### src/inc/fcps_pkg.sv
// Shared constants and types for the configuration loading port sequencer.
// Assumes a 10 MHz system clock; all cycle counts below derive from that rate.
package fcps_pkg;

  localparam int CLK_PERIOD_NS = 100;
  localparam int BYTE_W = 8;
  localparam int CNT_W = 12;

  // Generated clock: lowest allowed frequency of each rate, in kHz.
  // The divider picks the longest half period that still meets it.
  localparam int CONFIG_CLOCK_FAST_MIN_KHZ = 5000;
  localparam int CONFIG_CLOCK_SLOW_MIN_KHZ = 630;
  localparam logic [2:0] CONFIG_CLOCK_FAST_HALF_CYC = 3'(1000000 / (2 * CONFIG_CLOCK_FAST_MIN_KHZ * CLK_PERIOD_NS));
  localparam logic [2:0] CONFIG_CLOCK_SLOW_HALF_CYC = 3'(1000000 / (2 * CONFIG_CLOCK_SLOW_MIN_KHZ * CLK_PERIOD_NS));

  // Least initialisation latency after the program request is released.
  localparam int INIT_LAT_NS = 210000;
  localparam logic [CNT_W-1:0] INIT_LAT_CYC = CNT_W'((INIT_LAT_NS + CLK_PERIOD_NS - 1) / CLK_PERIOD_NS);

  // Delay from the initialisation flag to the first generated clock edge.
  localparam int CONFIG_CLOCK_START_NS = 1000;
  localparam int CONFIG_CLOCK_START_PAR_SLOW_NS = 4800;
  localparam logic [CNT_W-1:0] CONFIG_CLOCK_START_CYC = CNT_W'((CONFIG_CLOCK_START_NS + CLK_PERIOD_NS - 1) / CLK_PERIOD_NS);
  localparam logic [CNT_W-1:0] CONFIG_CLOCK_START_PAR_SLOW_CYC =
    CNT_W'((CONFIG_CLOCK_START_PAR_SLOW_NS + CLK_PERIOD_NS - 1) / CLK_PERIOD_NS);

  // Host wait after the initialisation flag before its first write.
  localparam int INIT_TO_WRITE_NS = 2000;

  // Read strobe position in its eight-clock period.
  localparam logic [2:0] STROBE_HIGH_SLOT = 3'h7;
  localparam logic [2:0] STROBE_LAST_LOW = 3'h6;
  localparam logic [2:0] BIT_LAST = 3'h7;

  typedef enum logic [2:0] {
    MODE_MSER = 3'h0,
    MODE_MPAR = 3'h1,
    MODE_APER = 3'h2,
    MODE_SSER = 3'h3,
    MODE_SPAR = 3'h4
  } fcps_mode_t;

  typedef enum logic [1:0] {
    ST_CLEAR = 2'h0,
    ST_INIT = 2'h1,
    ST_START = 2'h2,
    ST_RUN = 2'h3
  } fcps_state_t;

  typedef struct packed {
    logic chip_select_low_n;
    logic chip_select_high;
    logic write_n;
    logic read_n;
    logic [BYTE_W-1:0] data;
  } fcps_host_bus_t;

  typedef struct packed {
    logic valid;
    logic [BYTE_W-1:0] data;
  } fcps_cfg_t;

endpackage

### src/hw/fcps_sync.sv
// Two-flop synchroniser for a vector of pin inputs.
// Assumes each bit is an independent level; multi-bit words must be stable when sampled.
`timescale 1ns/10ps
`default_nettype none
module fcps_sync #(
  parameter int WIDTH = 1
) (
  input wire logic clk,
  input wire logic rst_n,
  input wire logic [WIDTH-1:0] async_in,
  output logic [WIDTH-1:0] sync_out
);
  logic [WIDTH-1:0] meta_r;
  logic [WIDTH-1:0] sync_r;

  always_ff @(posedge clk or negedge rst_n) begin
    if (!rst_n) begin
      meta_r <= '0;
      sync_r <= '0;
    end else begin
      meta_r <= async_in;
      sync_r <= meta_r;
    end
  end

  assign sync_out = sync_r;
endmodule
`default_nettype wire

### src/hw/fcps_top.sv
// Configuration loading port: mode sequencing, clock generation and data forwarding.
// Assumes every pin input is asynchronous to clk; two-way pins are split into in/out/enable.
// Function
// - serial bit forwarded on next falling edge, in fast master serial on the one after
// - master serial samples on rising edge
// - fast generated clock within 5-16.67 MHz
// - slow generated clock within 0.63-2.08 MHz
// - read strobe seven clocks low, one high
// - fetched byte shifts out 1.5 clocks later
// - written byte shifts out on falling edges
// - ready shown on ready pin and bit7
// - read strobe drives only data bit 7
// - no forwarding in slave parallel mode
// - clock starts bounded time after init flag
// - clear memory, then raise init flag
`timescale 1ns/10ps
`default_nettype none
module fcps_top #(
  parameter int ADDR_W = 18
) (
  input wire logic clk,
  input wire logic rst_n,
  input wire logic program_request_n,
  input wire logic [2:0] mode_sel,
  input wire logic clock_rate_select,
  input wire logic config_clock_i,
  output logic config_clock_o,
  output logic config_clock_oe,
  input wire logic serial_in,
  output logic serial_out,
  input wire fcps_pkg::fcps_host_bus_t host_bus,
  output logic status_data_bit_o,
  output logic status_data_bit_oe,
  output logic ready,
  output logic read_strobe,
  output logic [ADDR_W-1:0] mem_addr,
  output logic init_flag,
  output logic mem_clear,
  output fcps_pkg::fcps_cfg_t cfg_stream
);
  import fcps_pkg::*;

  localparam int SYNC_W = 7 + $bits(fcps_host_bus_t);

  logic rst_m_r, rst_s_r;
  logic [SYNC_W-1:0] sync_w;
  logic prog_s_n, rate_s, config_clock_s, din_s;
  logic [2:0] mode_pin_s;
  fcps_host_bus_t hb_s;
  logic config_clock_d_r, wr_d_r;
  fcps_state_t st_r;
  logic [CNT_W-1:0] cnt_r;
  fcps_mode_t mode_r;
  logic rate_r, init_r, clear_r;
  logic [2:0] div_r;
  logic config_clock_r, config_clock_oe_r;
  logic [1:0] rise_d_r;
  logic bit_r, pend_r;
  logic [BYTE_W-1:0] asm_r, hold_r, sh_r;
  logic [2:0] asm_cnt_r, sh_cnt_r, str_cnt_r;
  logic hold_full_r, hold_aged_r, dout_r, strobe_r, ready_r, d7_r, d7_oe_r;
  logic [ADDR_W-1:0] addr_r;
  logic fetched_r;
  fcps_cfg_t cfg_r;
  logic run, gen_clk, serial_mode, selected, tick, rise_ev, fall_ev, cap_ev;
  logic fetch_ev, acc_ev, sp_ev, load_ev, asm_done, ready_nxt;
  logic [2:0] half;
  logic [CNT_W-1:0] start_cyc;

  // Reset asserts at once and releases through two flops.
  always_ff @(posedge clk or negedge rst_n) begin
    if (!rst_n) begin
      rst_m_r <= 1'b0;
      rst_s_r <= 1'b0;
    end else begin
      rst_m_r <= 1'b1;
      rst_s_r <= rst_m_r;
    end
  end

  fcps_sync #(.WIDTH(SYNC_W)) u_sync (
    .clk(clk),
    .rst_n(rst_s_r),
    .async_in({program_request_n, mode_sel, clock_rate_select, config_clock_i, serial_in, host_bus}),
    .sync_out(sync_w)
  );
  assign {prog_s_n, mode_pin_s, rate_s, config_clock_s, din_s, hb_s} = sync_w;

  // Third stage for edge detection reads only the settled copies.
  always_ff @(posedge clk or negedge rst_s_r) begin
    if (!rst_s_r) begin
      config_clock_d_r <= 1'b0;
      wr_d_r <= 1'b1;
    end else begin
      config_clock_d_r <= config_clock_s;
      wr_d_r <= hb_s.write_n;
    end
  end

  assign run = (st_r == ST_RUN);
  assign gen_clk = (mode_r == MODE_MSER) || (mode_r == MODE_MPAR) || (mode_r == MODE_APER);
  assign serial_mode = (mode_r == MODE_MSER) || (mode_r == MODE_SSER);
  assign selected = !hb_s.chip_select_low_n && hb_s.chip_select_high;
  assign start_cyc = (mode_r == MODE_MPAR && rate_r) ? CONFIG_CLOCK_START_PAR_SLOW_CYC : CONFIG_CLOCK_START_CYC;

  always_ff @(posedge clk or negedge rst_s_r) begin
    if (!rst_s_r) begin
      st_r <= ST_CLEAR;
      cnt_r <= '0;
      mode_r <= MODE_SSER;
      rate_r <= 1'b0;
      init_r <= 1'b0;
      clear_r <= 1'b1;
    end else if (!prog_s_n) begin
      st_r <= ST_CLEAR;
      cnt_r <= '0;
      init_r <= 1'b0;
      clear_r <= 1'b1;
    end else begin
      case (st_r)
        ST_CLEAR: begin
          st_r <= ST_INIT;
          cnt_r <= '0;
        end
        ST_INIT: begin
          if (cnt_r == INIT_LAT_CYC - 1'b1) begin
            st_r <= ST_START;
            cnt_r <= '0;
            init_r <= 1'b1;
            clear_r <= 1'b0;
            // Mode straps are held past the flag, so they are caught here.
            rate_r <= rate_s;
            case (mode_pin_s)
              MODE_MSER: mode_r <= MODE_MSER;
              MODE_MPAR: mode_r <= MODE_MPAR;
              MODE_APER: mode_r <= MODE_APER;
              MODE_SPAR: mode_r <= MODE_SPAR;
              default: mode_r <= MODE_SSER;
            endcase
          end else begin
            cnt_r <= cnt_r + 1'b1;
          end
        end
        ST_START: begin
          if (cnt_r == start_cyc - 1'b1) begin
            st_r <= ST_RUN;
          end else begin
            cnt_r <= cnt_r + 1'b1;
          end
        end
        ST_RUN: st_r <= ST_RUN;
        default: st_r <= ST_CLEAR;
      endcase
    end
  end

  assign half = rate_r ? CONFIG_CLOCK_SLOW_HALF_CYC : CONFIG_CLOCK_FAST_HALF_CYC;
  assign tick = (div_r == half - 1'b1);
  always_ff @(posedge clk or negedge rst_s_r) begin
    if (!rst_s_r) begin
      div_r <= '0;
      config_clock_r <= 1'b0;
      config_clock_oe_r <= 1'b0;
    end else begin
      config_clock_oe_r <= run && gen_clk;
      if (!run || !gen_clk) begin
        div_r <= '0;
        config_clock_r <= 1'b0;
      end else if (tick) begin
        div_r <= '0;
        config_clock_r <= !config_clock_r;
      end else begin
        div_r <= div_r + 1'b1;
      end
    end
  end

  assign rise_ev = run && (gen_clk ? (tick && !config_clock_r) : (config_clock_s && !config_clock_d_r));
  assign fall_ev = run && (gen_clk ? (tick && config_clock_r) : (!config_clock_s && config_clock_d_r));

  always_ff @(posedge clk or negedge rst_s_r) begin
    if (!rst_s_r) begin
      rise_d_r <= '0;
    end else begin
      rise_d_r <= {rise_d_r[0], rise_ev};
    end
  end
  // The pin is seen two cycles late, so a master samples two cycles after its own edge.
  assign cap_ev = serial_mode && ((mode_r == MODE_MSER) ? rise_d_r[1] : rise_ev);

  always_ff @(posedge clk or negedge rst_s_r) begin
    if (!rst_s_r) begin
      bit_r <= 1'b0;
      pend_r <= 1'b0;
      asm_r <= '0;
      asm_cnt_r <= '0;
    end else if (!run) begin
      // A new run starts a fresh byte, so a restart never mixes bits from the old mode.
      pend_r <= 1'b0;
      asm_cnt_r <= '0;
    end else if (cap_ev) begin
      bit_r <= din_s;
      pend_r <= 1'b1;
      asm_r <= {asm_r[BYTE_W-2:0], din_s};
      asm_cnt_r <= asm_cnt_r + 1'b1;
    end else if (fall_ev) begin
      pend_r <= 1'b0;
    end
  end
  assign asm_done = cap_ev && (asm_cnt_r == BIT_LAST);

  always_ff @(posedge clk or negedge rst_s_r) begin
    if (!rst_s_r) begin
      str_cnt_r <= STROBE_HIGH_SLOT;
      strobe_r <= 1'b1;
      addr_r <= '0;
      fetched_r <= 1'b0;
    end else if (!run || mode_r != MODE_MPAR) begin
      str_cnt_r <= STROBE_HIGH_SLOT;
      strobe_r <= 1'b1;
      if (!run) begin
        addr_r <= '0;
        fetched_r <= 1'b0;
      end
    end else if (rise_ev) begin
      str_cnt_r <= str_cnt_r + 1'b1;
      strobe_r <= (str_cnt_r == STROBE_LAST_LOW);
      if (str_cnt_r == STROBE_LAST_LOW) fetched_r <= 1'b1;
      // The address moves as the strobe falls, so the memory has the whole low phase to settle.
      if (str_cnt_r == STROBE_HIGH_SLOT && fetched_r) begin
        addr_r <= addr_r + 1'b1;
      end
    end
  end

  assign fetch_ev = (mode_r == MODE_MPAR) && rise_ev && (str_cnt_r == STROBE_LAST_LOW);
  assign acc_ev = run && (mode_r == MODE_APER) && selected && hb_s.write_n && !wr_d_r && !hold_full_r;
  assign sp_ev = (mode_r == MODE_SPAR) && rise_ev && selected && !hb_s.write_n;
  assign load_ev = fall_ev && (sh_cnt_r == '0) && hold_full_r && hold_aged_r;

  always_ff @(posedge clk or negedge rst_s_r) begin
    if (!rst_s_r) begin
      hold_r <= '0;
      hold_full_r <= 1'b0;
      hold_aged_r <= 1'b0;
    end else if (!run) begin
      hold_full_r <= 1'b0;
      hold_aged_r <= 1'b0;
    end else if (fetch_ev || acc_ev) begin
      hold_r <= hb_s.data;
      hold_full_r <= 1'b1;
      hold_aged_r <= 1'b0;
    end else if (load_ev) begin
      hold_full_r <= 1'b0;
    end else if (rise_ev && hold_full_r) begin
      hold_aged_r <= 1'b1;
    end
  end

  // slave parallel keeps serial output idle
  always_ff @(posedge clk or negedge rst_s_r) begin
    if (!rst_s_r) begin
      dout_r <= 1'b1;
      sh_r <= '0;
      sh_cnt_r <= '0;
    end else if (!run || mode_r == MODE_SPAR) begin
      dout_r <= 1'b1;
      sh_cnt_r <= '0;
    end else if (serial_mode) begin
      if (fall_ev && pend_r) dout_r <= bit_r;
    end else if (fall_ev && sh_cnt_r != '0) begin
      dout_r <= sh_r[BYTE_W-1];
      sh_r <= {sh_r[BYTE_W-2:0], 1'b0};
      sh_cnt_r <= sh_cnt_r - 1'b1;
    end else if (load_ev) begin
      dout_r <= hold_r[BYTE_W-1];
      sh_r <= {hold_r[BYTE_W-2:0], 1'b0};
      sh_cnt_r <= BIT_LAST;
    end
  end

  assign ready_nxt = run && (mode_r == MODE_APER) && !hold_full_r && !acc_ev;
  always_ff @(posedge clk or negedge rst_s_r) begin
    if (!rst_s_r) begin
      ready_r <= 1'b0;
      d7_r <= 1'b0;
      d7_oe_r <= 1'b0;
    end else begin
      ready_r <= ready_nxt;
      d7_r <= ready_nxt;
      d7_oe_r <= run && (mode_r == MODE_APER) && selected && !hb_s.read_n;
    end
  end

  always_ff @(posedge clk or negedge rst_s_r) begin
    if (!rst_s_r) begin
      cfg_r <= '0;
    end else begin
      cfg_r.valid <= asm_done || fetch_ev || acc_ev || sp_ev;
      if (asm_done) cfg_r.data <= {asm_r[BYTE_W-2:0], din_s};
      else if (fetch_ev || acc_ev || sp_ev) cfg_r.data <= hb_s.data;
    end
  end

  assign config_clock_o = config_clock_r;
  assign config_clock_oe = config_clock_oe_r;
  assign serial_out = dout_r;
  assign status_data_bit_o = d7_r;
  assign status_data_bit_oe = d7_oe_r;
  assign ready = ready_r;
  assign read_strobe = strobe_r;
  assign mem_addr = addr_r;
  assign init_flag = init_r;
  assign mem_clear = clear_r;
  assign cfg_stream = cfg_r;

  // Helper: rising edges seen while the read strobe is low.
  logic [3:0] low_rises_r;
  always_ff @(posedge clk or negedge rst_s_r) begin
    if (!rst_s_r) low_rises_r <= '0;
    else if (strobe_r) low_rises_r <= '0;
    else if (rise_ev) low_rises_r <= low_rises_r + 1'b1;
  end

  strobe_low_a: assert property (@(posedge clk) disable iff (!rst_s_r)
    ($rose(read_strobe) && run) |-> low_rises_r == 4'h7) else $error("read strobe low length wrong");
  fast_clock_a: assert property (@(posedge clk) disable iff (!rst_s_r)
    (run && $past(run) && gen_clk && !rate_r) |-> config_clock_o != $past(config_clock_o))
    else $error("fast generated clock did not toggle");
  slow_clock_a: assert property (@(posedge clk) disable iff (!rst_s_r || !prog_s_n)
    ($rose(config_clock_o) && run && gen_clk && rate_r) |-> config_clock_o [*7] ##1 !config_clock_o)
    else $error("slow generated clock half period wrong");
  forward_fall_a: assert property (@(posedge clk) disable iff (!rst_s_r)
    (run && $past(run) && serial_mode && $changed(serial_out)) |-> $past(fall_ev))
    else $error("serial output changed off a falling edge");
  ready_mirror_a: assert property (@(posedge clk) disable iff (!rst_s_r)
    status_data_bit_oe |-> status_data_bit_o == ready) else $error("bit 7 differs from ready");
  bit7_only_a: assert property (@(posedge clk) disable iff (!rst_s_r)
    status_data_bit_oe |-> mode_r == MODE_APER && $past(!hb_s.read_n)) else $error("bit 7 driven without read");
  no_chain_a: assert property (@(posedge clk) disable iff (!rst_s_r)
    (mode_r == MODE_SPAR && run && $past(run)) |-> serial_out) else $error("slave parallel forwarded data");
  init_latency_a: assert property (@(posedge clk) disable iff (!rst_s_r)
    $rose(init_flag) |-> $past(st_r) == ST_INIT && $past(cnt_r) == INIT_LAT_CYC - 1'b1 && !mem_clear)
    else $error("init flag rose before latency");
  clock_start_a: assert property (@(posedge clk) disable iff (!rst_s_r)
    ($rose(init_flag) && gen_clk) |-> ##[1:170] config_clock_oe) else $error("generated clock started late");
  ready_low_a: assert property (@(posedge clk) disable iff (!rst_s_r)
    ($fell(ready) && mode_r == MODE_APER && run) |-> ##[1:200] ready) else $error("ready held low too long");
endmodule
`default_nettype wire

### config.mk
export PLATFORM = sky130hd
export DESIGN_NAME = fcps_top
export DESIGN_NICKNAME = d
export VERILOG_FILES = /design/src/inc/fcps_pkg.sv /design/src/hw/fcps_sync.sv /design/src/hw/fcps_top.sv
export SDC_FILE = /design/constraint.sdc
export NUM_CORES = 1
export LEC_CHECK = 0
export BUFFER_PORTS_ARGS = -buffer_cell sky130_fd_sc_hd__buf_4
export CORE_UTILIZATION = 60
export CTS_BUF_LIST = sky130_fd_sc_hd__clkbuf_8
export DETAILED_ROUTE_END_ITERATION = 10
export HOLD_SLACK_MARGIN = 0.03
export PLACE_DENSITY = 0.91
export SYNTH_ARGS = -nofsm -noshare
export SYNTH_HDL_FRONTEND = slang
export SYNTH_SLANG_ARGS = --single-unit
### constraint.sdc
create_clock -name clk -period 8.54 [get_ports clk]
set_input_delay 1.708 -clock clk [delete_from_list [all_inputs] [get_ports clk]]
set_output_delay 1.708 -clock clk [all_outputs]
set_load 0.005 [all_outputs]
# Yosys cells after proc, flatten, opt, wreduce, memory -nomap -nowiden
# Index checks and enable logic that the tools add are counted.
op_classes:
  addsub: 8
  eq_ne: 31
  reduce_logical: 78
  bitwise_logic: 2
  n_mux: 61
ops:
  columns: ["cell", "n"]
  rows:
  - ["18-bit 2-to-1 mux", 4]
  - ["12-bit 2-to-1 mux", 3]
  - ["12-bit case mux with 3 select lines", 1]
  - ["3-bit 2-to-1 mux", 11]
  - ["1-bit 2-to-1 mux", 32]
  - ["8-bit 2-to-1 mux", 4]
  - ["1-bit logical AND", 31]
  - ["18-bit by 1-bit adder with 18-bit output, second input constant", 1]
  - ["2-bit AND reduction", 8]
  - ["3-bit equality test, second input constant", 5]
  - ["3-bit by 1-bit != test with 1-bit output, second input constant", 5]
  - ["12-bit by 1-bit adder with 12-bit output, second input constant", 1]
  - ["12-bit equality test", 1]
  - ["12-bit equality test, second input constant", 1]
  - ["3-bit case mux with 4 select lines", 1]
  - ["3-bit AND reduction", 4]
  - ["2-bit nonzero test", 6]
  - ["1-bit zero test", 11]
  - ["1-bit logical OR", 11]
  - ["3-bit by 1-bit adder with 3-bit output, second input constant", 3]
  - ["3-bit by 2-bit equality test with 1-bit output, second input constant", 3]
  - ["3-bit zero test", 3]
  - ["3-bit != test, second input constant", 3]
  - ["2-bit case mux with 4 select lines", 1]
  - ["16 further kinds", 26]
totals:
  ff_bits: 137
  input_bits: 21
  out_inout_bits: 36

# Logic depth before layout (Yosys ltp)
# Gate-level depths: netlist (run 1).
depth:
  word_depth: 13
  mapped_depth: 9
  depth_no_buf: 8

# By module
# Synthesis (run 1) repeated with hierarchy kept, for this count alone.
unflattened:
  cells_unflattened: 491
  area_unflattened_um2: 5723.0
by_module_without_submodules:
  columns: ["module", "n_inst", "cells_per_inst", "seq_area_each_um2", "area_per_inst_um2"]
  rows:
  - ["fcps_top", 1, 453, 2438.6, 4772.1]
  - ["fcps_sync", 1, 38, 950.9, 950.9]

# Worst setup path after synthesis (run 1)
# Ideal clock, no wire load.
synth_path:
  kind: "reg-to-reg"
  startpoint: "reg mode_r[1]"
  endpoint: "reg cfg_r, in the netlist cfg_stream[7]"
  path_slack_ns: 6.309
  setup_ns: 0.125
  arrival_ns: 2.106
  synth_period_minus_slack_ns: 2.231
  stages_incl_launch_ff: 9
  cell_sequence: "dfstp_2 -> buf_2 -> a21oi_1 -> nor3_1 -> a21oi_4 -> o41a_1 -> buf_4 -> nand2_2 -> mux2_2"
synth_between:
  elab_chain_cells: 10
synth_rtl:
  columns: ["item", "line", "source"]
  rows:
  - ["start, declared", "fcps_top.sv:53", "fcps_mode_t mode_r;"]
  - ["start signal, assigned", "fcps_top.sv:110", "mode_r <= MODE_SSER;"]
  - ["start signal, assigned", "fcps_top.sv:134", "MODE_MSER: mode_r <= MODE_MSER;"]
  - ["start signal, assigned", "fcps_top.sv:135", "MODE_MPAR: mode_r <= MODE_MPAR;"]
  - ["3-bit by 1-bit equality test with 1-bit output / 3-bit zero test (equally long branches)", null, null]
  - ["1-bit logical OR (2 in a row)", "fcps_top.sv:101", "assign gen_clk = (mode_r == MODE_MSER) || (mode_r == MODE_MPAR) || (mode_r == MODE_APER);"]
  - ["1-bit 2-to-1 mux", "fcps_top.sv:178", "assign rise_ev = run && (gen_clk ? (tick && !config_clock_r) : (config_clock_s && !config_clock_d_r));"]
  - ["1-bit logical AND", "fcps_top.sv:178", null]
  - ["1-bit logical AND (on tied branches) (2 in a row)", "fcps_top.sv:236, fcps_top.sv:238", null]
  - ["1-bit logical OR / 1-bit logical AND (equally long branches)", "fcps_top.sv:301, fcps_top.sv:238", null]
  - ["1-bit logical OR", "fcps_top.sv:301", "else if (fetch_ev || acc_ev || sp_ev) cfg_r.data <= hb_s.data;"]
  - ["2-bit nonzero test (no source line)", null, null]
  - ["end, declared", "fcps_top.sv:64", "fcps_cfg_t cfg_r;"]
# Parallel ways exist; a longest one is shown, timed or not.
# A chain may end at the register's enable or synchronous reset.

# Worst setup path in the final report (run 1)
layout_path:
  startpoint: "reg st_r[1]"
  endpoint: "reg cfg_r, in the netlist cfg_stream[4]"
layout_between:
  elab_chain_cells: 9
layout_rtl:
  columns: ["item", "line", "source"]
  rows:
  - ["start, declared", "fcps_top.sv:51", "fcps_state_t st_r;"]
  - ["start signal, assigned", "fcps_top.sv:108", "st_r <= ST_CLEAR;"]
  - ["start signal, assigned", "fcps_top.sv:115", "st_r <= ST_CLEAR;"]
  - ["start signal, assigned", "fcps_top.sv:122", "st_r <= ST_INIT;"]
  - ["2-bit equality test (*)", "fcps_top.sv:100", "assign run = (st_r == ST_RUN);"]
  - ["1-bit logical AND (5 in a row)", "fcps_top.sv:237", "assign acc_ev = run && (mode_r == MODE_APER) && selected && hb_s.write_n && !wr_d_r && !hold_full_r;"]
  - ["1-bit logical OR (2 in a row)", "fcps_top.sv:301", null]
  - ["2-bit nonzero test (no source line)", null, null]
# Every way passes the cells marked *; elsewhere a longest branch is shown, timed or not.

==> results of run 1 <==
## worst max path at each step
stage / from / endpoint / slack [ns] / cells after the start
6_report: st_r[1] / cfg_stream[4] / 5.29 / 7
2_1_floorplan: rst_s_r / asm_cnt_r[0] / 4.52 / 0
3_5_place_dp: st_r[0] / cfg_stream[7] / 5.36 / 7
5_1_grt: st_r[0] / cfg_stream[6] / 5.07 / 7
3_3_place_gp: st_r[0] / cfg_stream[7] / 5.54 / 7
4_1_cts: st_r[0] / cfg_stream[4] / 5.28 / 7
## layout make-up
cell class	count	area, um2	area share [%]
clock buffers	17	234	3.48
clock inverters	15	191	2.85
inverters	18	70.1	1.04
multi-input cells	328	2230	33.1
flip-flops and latches	135	3390	50.5
well taps	129	161	2.40
repair buffers	59	443	6.59
## where the power goes
group | total [W] | internal (W) | leakage (nW) | switching [W]
Combinational | 0.000165 | 0.0000577 | 1.25 | 0.000107
Clock | 0.000563 | 0.000296 | 0.215 | 0.000267
Sequential | 0.000689 | 0.000664 | 1.76 | 0.0000255
## stage by stage
stage	worst slack (ns)	std cells	total power, W
after floorplan	4.52	502	0.000815
after global placement	5.54	669	0.000848
after detailed placement	5.36	669	0.000862
after CTS	5.28	701	0.00142
after global routing	5.07	701	0.00147
final	5.29	701	0.00142
## flip-flops by register name, summed over array words and instances (netlist names), 2 cells and up
| register | flops |
|---|---|
| div_r | 3 |
| mode_r | 3 |
| sh_r | 7 |
| asm_r | 7 |
| str_cnt_r | 3 |
| hold_r | 8 |
| sh_cnt_r | 3 |
| u_sync.meta_r | 19 |
| mem_addr | 18 |
| cfg_stream | 9 |
| st_r | 2 |
| asm_cnt_r | 3 |
| u_sync.sync_out | 19 |
| rise_d_r | 2 |
| cnt_r | 12 |
## metal layers
layer	global-route usage (%)	part of all wire (%)
met5	0	0
met4	10.7	2.3
met3	6.06	5.2
met2	45.2	52
met1	33.8	41
## Yosys cell counts, drive strengths merged, types with 8 or more instances
cell      n  area [um2]
clkbuf    8        31.3
a21oi    28         155
dfrtp   126        3150
mux2i    19         190
ha       15         188
buf      13        82.6
mux2     18         229
and3     11        68.8
o21ai    23         119
and2      8        50.1
nand4    10        62.6
inv      18        70.1
nand2    41         156
nor2     44         165
xor2      9        78.8
nand3    19        95.1
dfstp     9         236
## logic make-up (layout without fill, tap and decap cells)
logic type | Yosys count | count (layout) | synth area share (%)
AOI/OAI and AO/OA | 83 | 83 | 9.29
other | 1 | 1 | 0.0647
buffers and inverters | 39 | 109 | 3.17
muxes | 37 | 37 | 7.23
xor gates and xnor gates | 13 | 13 | 1.97
adders and majority gates | 15 | 15 | 3.24
and+or+nand+nor | 179 | 179 | 16.5
DFF | 135 | 135 | 58.5
## critical path: stages (launching register included)
cell                       delay (ns)
sky130_fd_sc_hd__dfrtp_1         0.41
sky130_fd_sc_hd__ha_1            0.39
sky130_fd_sc_hd__nand2b_2        0.24
sky130_fd_sc_hd__nor4_1          0.10
sky130_fd_sc_hd__a31oi_1         0.89
sky130_fd_sc_hd__o41a_1          0.68
sky130_fd_sc_hd__mux2i_1         0.28
sky130_fd_sc_hd__a21oi_1         0.10
==> impl_metrics.xml, run 1 <==
<?xml version="1.0" encoding="UTF-8"?>
<metrics>
  <group name="routing">
    <metric name="routed-via-count" unit="">4124</metric>
    <metric name="drt_pre_antenna_iters" unit="">5</metric>
    <metric name="sum_of_routed_wire_length_over_all_layers" unit="mm">12.3</metric>
    <metric name="detailedRoute.firstIterationViolations" unit="">222</metric>
    <metric name="residual_drc_count" unit="">0</metric>
    <metric name="avgViaCountPerCell" unit="">5.88</metric>
    <metric name="wire_per_inst" unit="um">17.5</metric>
    <metric name="ant_nets" unit="">0</metric>
  </group>
  <group name="clock_tree">
    <metric name="clock_insertion_delay_worst_skew" unit="ns">0.44</metric>
    <metric name="cts_tree" unit="">done</metric>
    <metric name="cts_made_buffers" unit="">17</metric>
    <metric name="cts.htree.levels" unit="">4</metric>
    <metric name="cts_hold_repair.buffers" unit="">0</metric>
    <metric name="clkSlewWorstSetupHoldPaths" unit="ns">0.09</metric>
    <metric name="cts.sink_count" unit="">135</metric>
    <metric name="cts.repair_timing.setup_buffer_count" unit="">0</metric>
    <metric name="post_cts_resized" unit="">0</metric>
    <metric name="cts-root-to-sink-buffers" unit="">2</metric>
    <metric name="ctsRootBufferMaster" unit="">sky130_fd_sc_hd__clkbuf_8</metric>
  </group>
  <group name="grt">
    <metric name="grt_max_degree" unit="">71</metric>
    <metric name="track_usage" unit="%">26.8</metric>
    <metric name="number_of_global_route_vias_before_repair" unit="">4244</metric>
    <metric name="grt_pass1_wl" unit="mm">20.5</metric>
    <metric name="grt_antenna_before_repair" unit="">0</metric>
    <metric name="grt_overflow" unit="">0</metric>
  </group>
  <group name="die">
    <metric name="start_util" unit="%">62.4</metric>
    <metric name="ios" unit="">57</metric>
    <metric name="dieHeight" unit="um">100</metric>
    <metric name="die_area" unit="mm2">0.0101</metric>
    <metric name="floorplan.die.width" unit="um">100</metric>
    <metric name="floorplan.core_area" unit="mm2">0.00928</metric>
    <metric name="placement_rows" unit="">35</metric>
  </group>
  <group name="run">
    <metric name="cap_violations" unit="">0</metric>
  </group>
  <group name="critical_path">
    <metric name="setup.worst_path.class" unit="">register to register</metric>
    <metric name="worstPathRequired" unit="ns">8.83</metric>
    <metric name="startpoint_type" unit="">register</metric>
    <metric name="crit-reg2reg-capture" unit="">cfg_stream[4]</metric>
    <metric name="timing.rr.start" unit="">st_r[1]</metric>
    <metric name="reg2regPathDepth" unit="">7</metric>
    <metric name="cp_max_fo" unit="">16</metric>
    <metric name="worstPathArrival" unit="ns">3.55</metric>
    <metric name="setup.worst_path.end_class" unit="">register</metric>
    <metric name="ff2ff_setup_slack" unit="ns">5.29</metric>
  </group>
  <group name="worst_hold_path">
    <metric name="hold_depth" unit="">0</metric>
    <metric name="worst_hold_startpoint" unit="">u_sync.meta_r[2]</metric>
    <metric name="min_delay_worst_endpoint" unit="">u_sync.sync_out[2]</metric>
    <metric name="holdCritPathClass" unit="">register to register</metric>
  </group>
  <group name="final_layout">
    <metric name="post_route_cells_drive_above_1_share" unit="%">22.7</metric>
    <metric name="synthToLayoutAreaGrowth" unit="%">16.0</metric>
    <metric name="antenna_cells_inserted" unit="">0</metric>
    <metric name="mostFrequentLayoutCell" unit="">sky130_fd_sc_hd__dfrtp_1</metric>
    <metric name="postLayoutCoreUtil" unit="%">72.4</metric>
    <metric name="design.final.nets" unit="">595</metric>
    <metric name="finalInstanceArea" unit="mm2">0.00672</metric>
    <metric name="mostFrequentLayoutCells" unit="">125 x sky130_fd_sc_hd__dfrtp_1, 59 x sky130_fd_sc_hd__buf_4, 44 x sky130_fd_sc_hd__nor2_1</metric>
    <metric name="final.fill_count" unit="">639</metric>
  </group>
  <group name="timing">
    <metric name="hold-worst-slack" unit="ns">0.347</metric>
    <metric name="final_max_slew_viol_count" unit="">0</metric>
    <metric name="max-slew-margin-rel" unit="%">18.1</metric>
    <metric name="finalHoldViolations" unit="">0</metric>
    <metric name="worst_clock_skew" unit="ns">0.0154</metric>
    <metric name="post-route-min-period" unit="ns">3.25</metric>
    <metric name="setup_repair_after_global_routing_missed_its_margin" unit="">false</metric>
    <metric name="fin_setup_tns" unit="ns">0</metric>
    <metric name="setup_viols_final" unit="">0</metric>
    <metric name="achievable-frequency" unit="MHz">307</metric>
    <metric name="slew_at_the_pin_with_the_worst_max_slew_slack" unit="ns">1.22</metric>
    <metric name="layout_worst_path_cycle_share" unit="%">38.1</metric>
  </group>
  <group name="yosys">
    <metric name="synth.cell_area" unit="mm2">0.00579</metric>
    <metric name="postSynthRegisterBits" unit="">135</metric>
    <metric name="avg_cell_area_syn" unit="um2">11.5</metric>
    <metric name="synthesis.instances" unit="">502</metric>
    <metric name="synth.net_count" unit="">538</metric>
    <metric name="synth_ff_type" unit="">sky130_fd_sc_hd__dfrtp_1</metric>
    <metric name="synth_enable_flop_cells" unit="">0</metric>
    <metric name="ys_types" unit="">67</metric>
    <metric name="synth_async_sr_flop_share" unit="%">100</metric>
    <metric name="synth_sequential_area_ratio" unit="%">58.5</metric>
    <metric name="yosys_warnings" unit="">0</metric>
  </group>
  <group name="pwr">
    <metric name="power.leakage" unit="nW">3.22</metric>
    <metric name="worst_ir_drop_vdd" unit="uV">136</metric>
    <metric name="power-per-cell-area" unit="mW/mm2">211</metric>
  </group>
  <group name="placement">
    <metric name="dpl_cell_area" unit="mm2">0.00629</metric>
    <metric name="gp_routability_congestion" unit="">0.847</metric>
    <metric name="post_dp_hpwl" unit="mm">7.93</metric>
    <metric name="port-buffer-count" unit="">56</metric>
  </group>
  <group name="run_status">
    <metric name="run_status" unit="">complete, no violations</metric>
  </group>
</metrics>
Note: power is estimated with default switching activity, not from simulation.
==> run 2: changes to the inputs <==
==> constraint.sdc (replaced) <==
create_clock -name clk -period 3.32 [get_ports clk]
set_input_delay 0.664 -clock clk [delete_from_list [all_inputs] [get_ports clk]]
set_output_delay 0.664 -clock clk [all_outputs]
set_load 0.005 [all_outputs]
==> run 2 against run 1 <==
Die area unchanged; critical path type unchanged; critical endpoint is now cfg_stream[7]; largest cell class unchanged; worst setup slack worse by 4.7 ns; clock skew down 0.0040 ns.
==> impl_metrics.xml, run 2 (same netlist as run 1, synthesis figures left out) <==
<?xml version="1.0" encoding="UTF-8"?>
<metrics>
  <group name="run_status">
    <metric name="run_status" unit="">complete, no violations</metric>
  </group>
  <group name="critical_path">
    <metric name="startpoint_type" unit="">register</metric>
    <metric name="ff2ff_setup_slack" unit="ns">0.63</metric>
    <metric name="reg2regPathDepth" unit="">8</metric>
    <metric name="cell_by_cell_trace_of_the_critical_path" unit="">ha_1 -&gt; nand2b_2 -&gt; a21oi_2 -&gt; a21oi_4 -&gt; inv_4 -&gt; o211ai_2 -&gt; mux2_1 -&gt; mux2_2</metric>
    <metric name="worstPathArrival" unit="ns">3.02</metric>
    <metric name="critical_path.max_stage_delay" unit="ns">0.56</metric>
    <metric name="timing.rr.start" unit="">st_r[0]</metric>
    <metric name="cp_max_fo" unit="">17</metric>
    <metric name="setup.worst_path.class" unit="">register to register</metric>
    <metric name="cp_buf_inv_count" unit="">1</metric>
    <metric name="timing.critical_path.slowest_stage_cell" unit="">sky130_fd_sc_hd__o211ai_2</metric>
    <metric name="crit-reg2reg-capture" unit="">cfg_stream[7]</metric>
    <metric name="worstPathRequired" unit="ns">3.65</metric>
    <metric name="cpLargestDelayFamily" unit="">compound AO/OA/AOI/OAI gates</metric>
    <metric name="setup.worst_path.end_class" unit="">register</metric>
  </group>
  <group name="routing">
    <metric name="residual_drc_count" unit="">0</metric>
    <metric name="avgViaCountPerCell" unit="">5.78</metric>
    <metric name="ant_nets" unit="">0</metric>
    <metric name="wire_per_inst" unit="um">17.2</metric>
    <metric name="detailedRoute.firstIterationViolations" unit="">208</metric>
    <metric name="routed-via-count" unit="">4095</metric>
    <metric name="sum_of_routed_wire_length_over_all_layers" unit="mm">12.1</metric>
    <metric name="drt_pre_antenna_iters" unit="">6</metric>
  </group>
  <group name="final_layout">
    <metric name="final.fill_count" unit="">592</metric>
    <metric name="antenna_cells_inserted" unit="">0</metric>
    <metric name="multi_input_logic_area" unit="mm2">0.00223</metric>
    <metric name="post_route_cells_drive_above_1_share" unit="%">23.7</metric>
    <metric name="finalNonFillerCells" unit="">708</metric>
    <metric name="area.sequential" unit="mm2">0.00339</metric>
    <metric name="design.final.nets" unit="">602</metric>
    <metric name="mostFrequentLayoutCell" unit="">sky130_fd_sc_hd__dfrtp_1</metric>
    <metric name="synthToLayoutAreaGrowth" unit="%">16.6</metric>
    <metric name="mostFrequentLayoutCells" unit="">125 x sky130_fd_sc_hd__dfrtp_1, 64 x sky130_fd_sc_hd__buf_4, 44 x sky130_fd_sc_hd__nor2_1</metric>
  </group>
  <group name="die">
    <metric name="ios" unit="">57</metric>
    <metric name="floorplan.die.width" unit="um">100</metric>
    <metric name="floorplan.core_area" unit="mm2">0.00928</metric>
    <metric name="start_util" unit="%">62.4</metric>
    <metric name="dieHeight" unit="um">100</metric>
    <metric name="die_area" unit="mm2">0.0101</metric>
    <metric name="placement_rows" unit="">35</metric>
  </group>
  <group name="grt">
    <metric name="grt_pass1_wl" unit="mm">20.0</metric>
    <metric name="number_of_global_route_vias_before_repair" unit="">4101</metric>
    <metric name="grt_antenna_before_repair" unit="">0</metric>
    <metric name="grt_overflow" unit="">0</metric>
    <metric name="track_usage" unit="%">26.1</metric>
    <metric name="grt_max_degree" unit="">73</metric>
  </group>
  <group name="run">
    <metric name="cap_violations" unit="">0</metric>
  </group>
  <group name="timing">
    <metric name="layout_setup_ws" unit="ns">0.626</metric>
    <metric name="post-route-min-period" unit="ns">2.69</metric>
    <metric name="slew_at_the_pin_with_the_worst_max_slew_slack" unit="ns">0.914</metric>
    <metric name="achievable-frequency" unit="MHz">371</metric>
    <metric name="layout_worst_path_cycle_share" unit="%">81.1</metric>
    <metric name="worst_clock_skew" unit="ns">0.0114</metric>
    <metric name="setup_viols_final" unit="">0</metric>
    <metric name="final_max_slew_viol_count" unit="">0</metric>
    <metric name="finalHoldViolations" unit="">0</metric>
    <metric name="setup_repair_after_global_routing_missed_its_margin" unit="">false</metric>
    <metric name="max-slew-margin-rel" unit="%">39.1</metric>
    <metric name="fin_setup_tns" unit="ns">0</metric>
  </group>
  <group name="worst_hold_path">
    <metric name="hold_depth" unit="">1</metric>
    <metric name="holdCritPathClass" unit="">input port to register</metric>
    <metric name="worst_hold_startpoint" unit="">host_bus[1]</metric>
    <metric name="min_delay_worst_endpoint" unit="">u_sync.meta_r[1]</metric>
  </group>
  <group name="placement">
    <metric name="preCtsSetupSlack" unit="ns">0.680</metric>
    <metric name="gp_routability_congestion" unit="">0.868</metric>
    <metric name="port-buffer-count" unit="">56</metric>
    <metric name="post_dp_hpwl" unit="mm">8.18</metric>
    <metric name="numPlacedInstances" unit="">675</metric>
  </group>
  <group name="clock_tree">
    <metric name="cts_hold_repair.buffers" unit="">1</metric>
    <metric name="clkSlewWorstSetupHoldPaths" unit="ns">0.08</metric>
    <metric name="post_cts_resized" unit="">0</metric>
    <metric name="cts.sink_count" unit="">135</metric>
    <metric name="cts_tree" unit="">done</metric>
    <metric name="clock_insertion_delay_worst_skew" unit="ns">0.44</metric>
    <metric name="cts.htree.levels" unit="">4</metric>
    <metric name="cts.repair_timing.setup_buffer_count" unit="">0</metric>
    <metric name="cts_made_buffers" unit="">17</metric>
    <metric name="ctsRootBufferMaster" unit="">sky130_fd_sc_hd__clkbuf_8</metric>
    <metric name="cts-root-to-sink-buffers" unit="">2</metric>
  </group>
  <group name="pwr">
    <metric name="power.total" unit="W">0.00358</metric>
    <metric name="worst_ir_drop_vdd" unit="uV">343</metric>
    <metric name="power.leakage" unit="nW">3.25</metric>
    <metric name="power-per-cell-area" unit="mW/mm2">529</metric>
  </group>
</metrics>
==> run 2: per-layer routing <==
layer	vias up	wire (um)	GRT usage (%)
met4	0	276	11.3
met3	26	537	5.78
li1	1898	-	-
met2	135	6220	43.5
met1	2036	5110	33.2
met5	-	0	0
==> run 2: report_power, final <==
part | switching (W) | internal, W
clock network | 0.000680 | 0.000684
logic | 0.000273 | 0.000169
registers | 0.0000638 | 0.00171
total | 0.00102 | 0.00256
==> run 2: worst max-delay path by stage <==
stage	from	end	slack, ns	cells after the start
2_1_floorplan	rst_s_r	asm_cnt_r[0]	1.08	0
3_3_place_gp	rate_r	cfg_stream[7]	0.79	7
3_5_place_dp	st_r[0]	cfg_stream[7]	0.68	8
4_1_cts	st_r[0]	cfg_stream[7]	0.65	8
5_1_grt	st_r[0]	cfg_stream[7]	0.47	8
6_report	st_r[0]	cfg_stream[7]	0.63	8
==> run 2: layout make-up <==
cell class	instances	share of cell area, %
inverters	18	1.04
flip-flops and latches	135	50.2
clock inverters	15	2.41
clock buffers	17	3.46
repair buffers	66	7.55
multi-input cells	328	33.0
well taps	129	2.39
==> run 2: per-stage QoR <==
step | cell area, um2 | util (%) | hold slack, ns
after floorplan | 5800 | - | 0.331
after global placement | 6350 | 68.4 | 0.333
after detailed placement | 6350 | 68.4 | 0.335
after CTS | 6760 | 72.8 | 0.319
after global routing | 6760 | 72.8 | 0.307
final | 6760 | 72.8 | 0.330
==> run 3: changes to the inputs <==
==> constraint.sdc (replaced) <==
create_clock -name clk -period 2.75 [get_ports clk]
set_input_delay 0.55 -clock clk [delete_from_list [all_inputs] [get_ports clk]]
set_output_delay 0.55 -clock clk [all_outputs]
set_load 0.005 [all_outputs]
==> run 3 against run 2 <==
Clock skew barely moved; core utilization grew 0.62 points; register-to-register slack worse by 0.40 ns; critical path depth up 2; die area unchanged; first-iteration DRC count up 52%; worst setup slack got worse by 0.40 ns; wire length up 3.5%; hold slack got worse by 0.12 ns; sequential share of layout area fell by 0.42 points; combinational power is 27% higher; critical path type unchanged; highest routed layer unchanged.
==> impl_metrics.xml, run 3 (same netlist as run 1, synthesis figures left out) <==
<?xml version="1.0" encoding="UTF-8"?>
<metrics>
  <group name="grt">
    <metric name="routing_layer_with_the_top_usage_in_global_route" unit="">met2</metric>
    <metric name="number_of_global_route_vias_before_repair" unit="">4281</metric>
    <metric name="grt_max_degree" unit="">62</metric>
    <metric name="grt_util_met3" unit="%">7.10</metric>
    <metric name="track_usage" unit="%">27.9</metric>
    <metric name="grt_overflow" unit="">0</metric>
    <metric name="met1_usage" unit="%">34.4</metric>
    <metric name="grt_pass1_wl" unit="mm">21.1</metric>
    <metric name="global_route.usage.met2" unit="%">45.8</metric>
    <metric name="grt_antenna_before_repair" unit="">0</metric>
  </group>
  <group name="pwr">
    <metric name="combPwrFrac" unit="%">12.8</metric>
    <metric name="power.total" unit="W">0.00440</metric>
    <metric name="internal_power" unit="W">0.00321</metric>
    <metric name="swShare" unit="%">26.9</metric>
    <metric name="power.share.sequential" unit="%">48.7</metric>
    <metric name="power-per-cell-area" unit="mW/mm2">645</metric>
    <metric name="power.leakage" unit="nW">3.27</metric>
    <metric name="p_switching" unit="W">0.00118</metric>
    <metric name="worst_ir_drop_vdd" unit="uV">385</metric>
    <metric name="share_clk_of_total_power" unit="%">38.5</metric>
  </group>
  <group name="final_layout">
    <metric name="mostFrequentLayoutCells" unit="">125 x sky130_fd_sc_hd__dfrtp_1, 69 x sky130_fd_sc_hd__buf_4, 44 x sky130_fd_sc_hd__nor2_1</metric>
    <metric name="multi_input_logic_area" unit="mm2">0.00223</metric>
    <metric name="post_route_cells_drive_above_1_share" unit="%">24.1</metric>
    <metric name="mostFrequentLayoutCell" unit="">sky130_fd_sc_hd__dfrtp_1</metric>
    <metric name="antenna_cells_inserted" unit="">0</metric>
    <metric name="final.fill_count" unit="">586</metric>
    <metric name="area.sequential" unit="mm2">0.00339</metric>
    <metric name="finalNonFillerCells" unit="">713</metric>
    <metric name="synthToLayoutAreaGrowth" unit="%">17.6</metric>
    <metric name="design.final.nets" unit="">607</metric>
  </group>
  <group name="clock_tree">
    <metric name="ctsRootBufferMaster" unit="">sky130_fd_sc_hd__clkbuf_8</metric>
    <metric name="clkSlewWorstSetupHoldPaths" unit="ns">0.08</metric>
    <metric name="clock_insertion_delay_worst_skew" unit="ns">0.44</metric>
    <metric name="post_cts_resized" unit="">0</metric>
    <metric name="cts.sink_count" unit="">135</metric>
    <metric name="cts_tree" unit="">done</metric>
    <metric name="cts_made_buffers" unit="">17</metric>
    <metric name="cts-root-to-sink-buffers" unit="">2</metric>
    <metric name="cts.htree.levels" unit="">4</metric>
  </group>
  <group name="critical_path">
    <metric name="setup.worst_path.class" unit="">register to register</metric>
    <metric name="startpoint_type" unit="">register</metric>
    <metric name="setup.worst_path.end_class" unit="">register</metric>
    <metric name="timing.rr.start" unit="">st_r[0]</metric>
    <metric name="worstPathArrival" unit="ns">2.86</metric>
    <metric name="worstPathRequired" unit="ns">3.08</metric>
    <metric name="worstSetupStartpoint" unit="">st_r[0]</metric>
    <metric name="ff2ff_setup_slack" unit="ns">0.22</metric>
    <metric name="crit-reg2reg-capture" unit="">cfg_stream[7]</metric>
    <metric name="reg2regPathDepth" unit="">10</metric>
    <metric name="worst_setup_path_endpoint" unit="">cfg_stream[7]</metric>
    <metric name="cp_max_fo" unit="">16</metric>
  </group>
  <group name="die">
    <metric name="start_util" unit="%">62.4</metric>
    <metric name="die_area" unit="mm2">0.0101</metric>
    <metric name="dieHeight" unit="um">100</metric>
    <metric name="ios" unit="">57</metric>
    <metric name="floorplan.core_area" unit="mm2">0.00928</metric>
    <metric name="floorplan.die.width" unit="um">100</metric>
    <metric name="placement_rows" unit="">35</metric>
  </group>
  <group name="timing">
    <metric name="final_max_slew_viol_count" unit="">0</metric>
    <metric name="setup_repair_after_global_routing_missed_its_margin" unit="">false</metric>
    <metric name="achievable-frequency" unit="MHz">396</metric>
    <metric name="slew_at_the_pin_with_the_worst_max_slew_slack" unit="ns">0.803</metric>
    <metric name="worst_clock_skew" unit="ns">0.0118</metric>
    <metric name="fin_setup_tns" unit="ns">0</metric>
    <metric name="layout_setup_ws" unit="ns">0.223</metric>
    <metric name="hold-worst-slack" unit="ns">0.213</metric>
    <metric name="finalHoldViolations" unit="">0</metric>
    <metric name="post-route-min-period" unit="ns">2.53</metric>
    <metric name="max-slew-margin-rel" unit="%">46.5</metric>
    <metric name="setup_viols_final" unit="">0</metric>
    <metric name="layout_worst_path_cycle_share" unit="%">91.9</metric>
  </group>
  <group name="routing">
    <metric name="avgViaCountPerCell" unit="">5.86</metric>
    <metric name="routed-via-count" unit="">4176</metric>
    <metric name="drt_pre_antenna_iters" unit="">5</metric>
    <metric name="wire_per_inst" unit="um">17.6</metric>
    <metric name="detailedRoute.firstIterationViolations" unit="">317</metric>
    <metric name="sum_of_routed_wire_length_over_all_layers" unit="mm">12.6</metric>
    <metric name="residual_drc_count" unit="">0</metric>
    <metric name="ant_nets" unit="">0</metric>
  </group>
  <group name="placement">
    <metric name="post_dp_hpwl" unit="mm">8.15</metric>
    <metric name="numPlacedInstances" unit="">680</metric>
    <metric name="preCtsSetupSlack" unit="ns">0.316</metric>
    <metric name="gp_routability_congestion" unit="">0.881</metric>
    <metric name="port-buffer-count" unit="">56</metric>
  </group>
  <group name="run_status">
    <metric name="run_status" unit="">complete, no violations</metric>
  </group>
  <group name="run">
    <metric name="cap_violations" unit="">0</metric>
  </group>
  <group name="worst_hold_path">
    <metric name="holdCritPathClass" unit="">input port to register</metric>
  </group>
</metrics>
## run 3: cell types whose count changed in the layout (fill, tap and decap cells not counted), sizes merged
cell      before  now
inv           26   19
buf           65   70
clkinvlp       0    5
clkbuf        17   19
bufinv         2    3
clkinv         5    4
## run 3: worst min-delay path by stage
stage	from	cells after the start	to
2_1_floorplan	rst_n	0	rst_m_r
3_3_place_gp	rst_n	1	rst_m_r
3_5_place_dp	rst_n	1	rst_m_r
4_1_cts	host_bus[5]	1	u_sync.meta_r[5]
5_1_grt	host_bus[5]	1	u_sync.meta_r[5]
6_report	host_bus[5]	1	u_sync.meta_r[5]
## run 3: timing repair
action / CTS / global route
buffers inserted: 0 / 0
hold buffers: 1 / 0
endpoints found under the hold margin: 2 / 0
## run 3: area by class of cell
| class | count | area share (%) |
|---|---|---|
| multi-input combinational | 328 | 32.7 |
| tap | 129 | 2.37 |
| clock buffer | 19 | 3.84 |
| timing repair buffer | 71 | 8.04 |
| inverter | 18 | 1.03 |
| sequential | 135 | 49.8 |
| clock inverter | 13 | 2.28 |
## run 3: power groups by stage
| stage | sequential [W] | combinational [W] | clock [W] |
|---|---|---|---|
| 2_1_floorplan | 0.00216 | 0.000369 | 0 |
| 3_3_place_gp | 0.00216 | 0.000504 | 0 |
| 3_5_place_dp | 0.00217 | 0.000542 | 0 |
| 4_1_cts | 0.00214 | 0.000559 | 0.00172 |
| 5_1_grt | 0.00215 | 0.000623 | 0.00181 |
| 6_report | 0.00214 | 0.000563 | 0.00169 |
## run 3: metal layers
layer / wire length, um / part of all wire [%]
met2: 6310 / 50
met5: 0 / 0
met3: 760 / 6.0
met4: 336 / 2.7
met1: 5170 / 41
## run 3: per-stage QoR
stage	util, %	area, um2
2_1_floorplan	-	5800
3_3_place_gp	68.8	6390
3_5_place_dp	68.8	6390
4_1_cts	73.4	6820
5_1_grt	73.4	6820
6_report	73.4	6820
## run 3: worst max-delay path: stages, from the launching register on
cell                       delay (ns)
sky130_fd_sc_hd__dfrtp_1         0.40
sky130_fd_sc_hd__ha_1            0.35
sky130_fd_sc_hd__nand2b_2        0.16
sky130_fd_sc_hd__a21oi_2         0.28
sky130_fd_sc_hd__a21oi_4         0.16
sky130_fd_sc_hd__inv_4           0.08
sky130_fd_sc_hd__buf_4           0.21
sky130_fd_sc_hd__o211ai_2        0.14
sky130_fd_sc_hd__buf_4           0.22
sky130_fd_sc_hd__nand2_2         0.08
sky130_fd_sc_hd__mux2_2          0.33
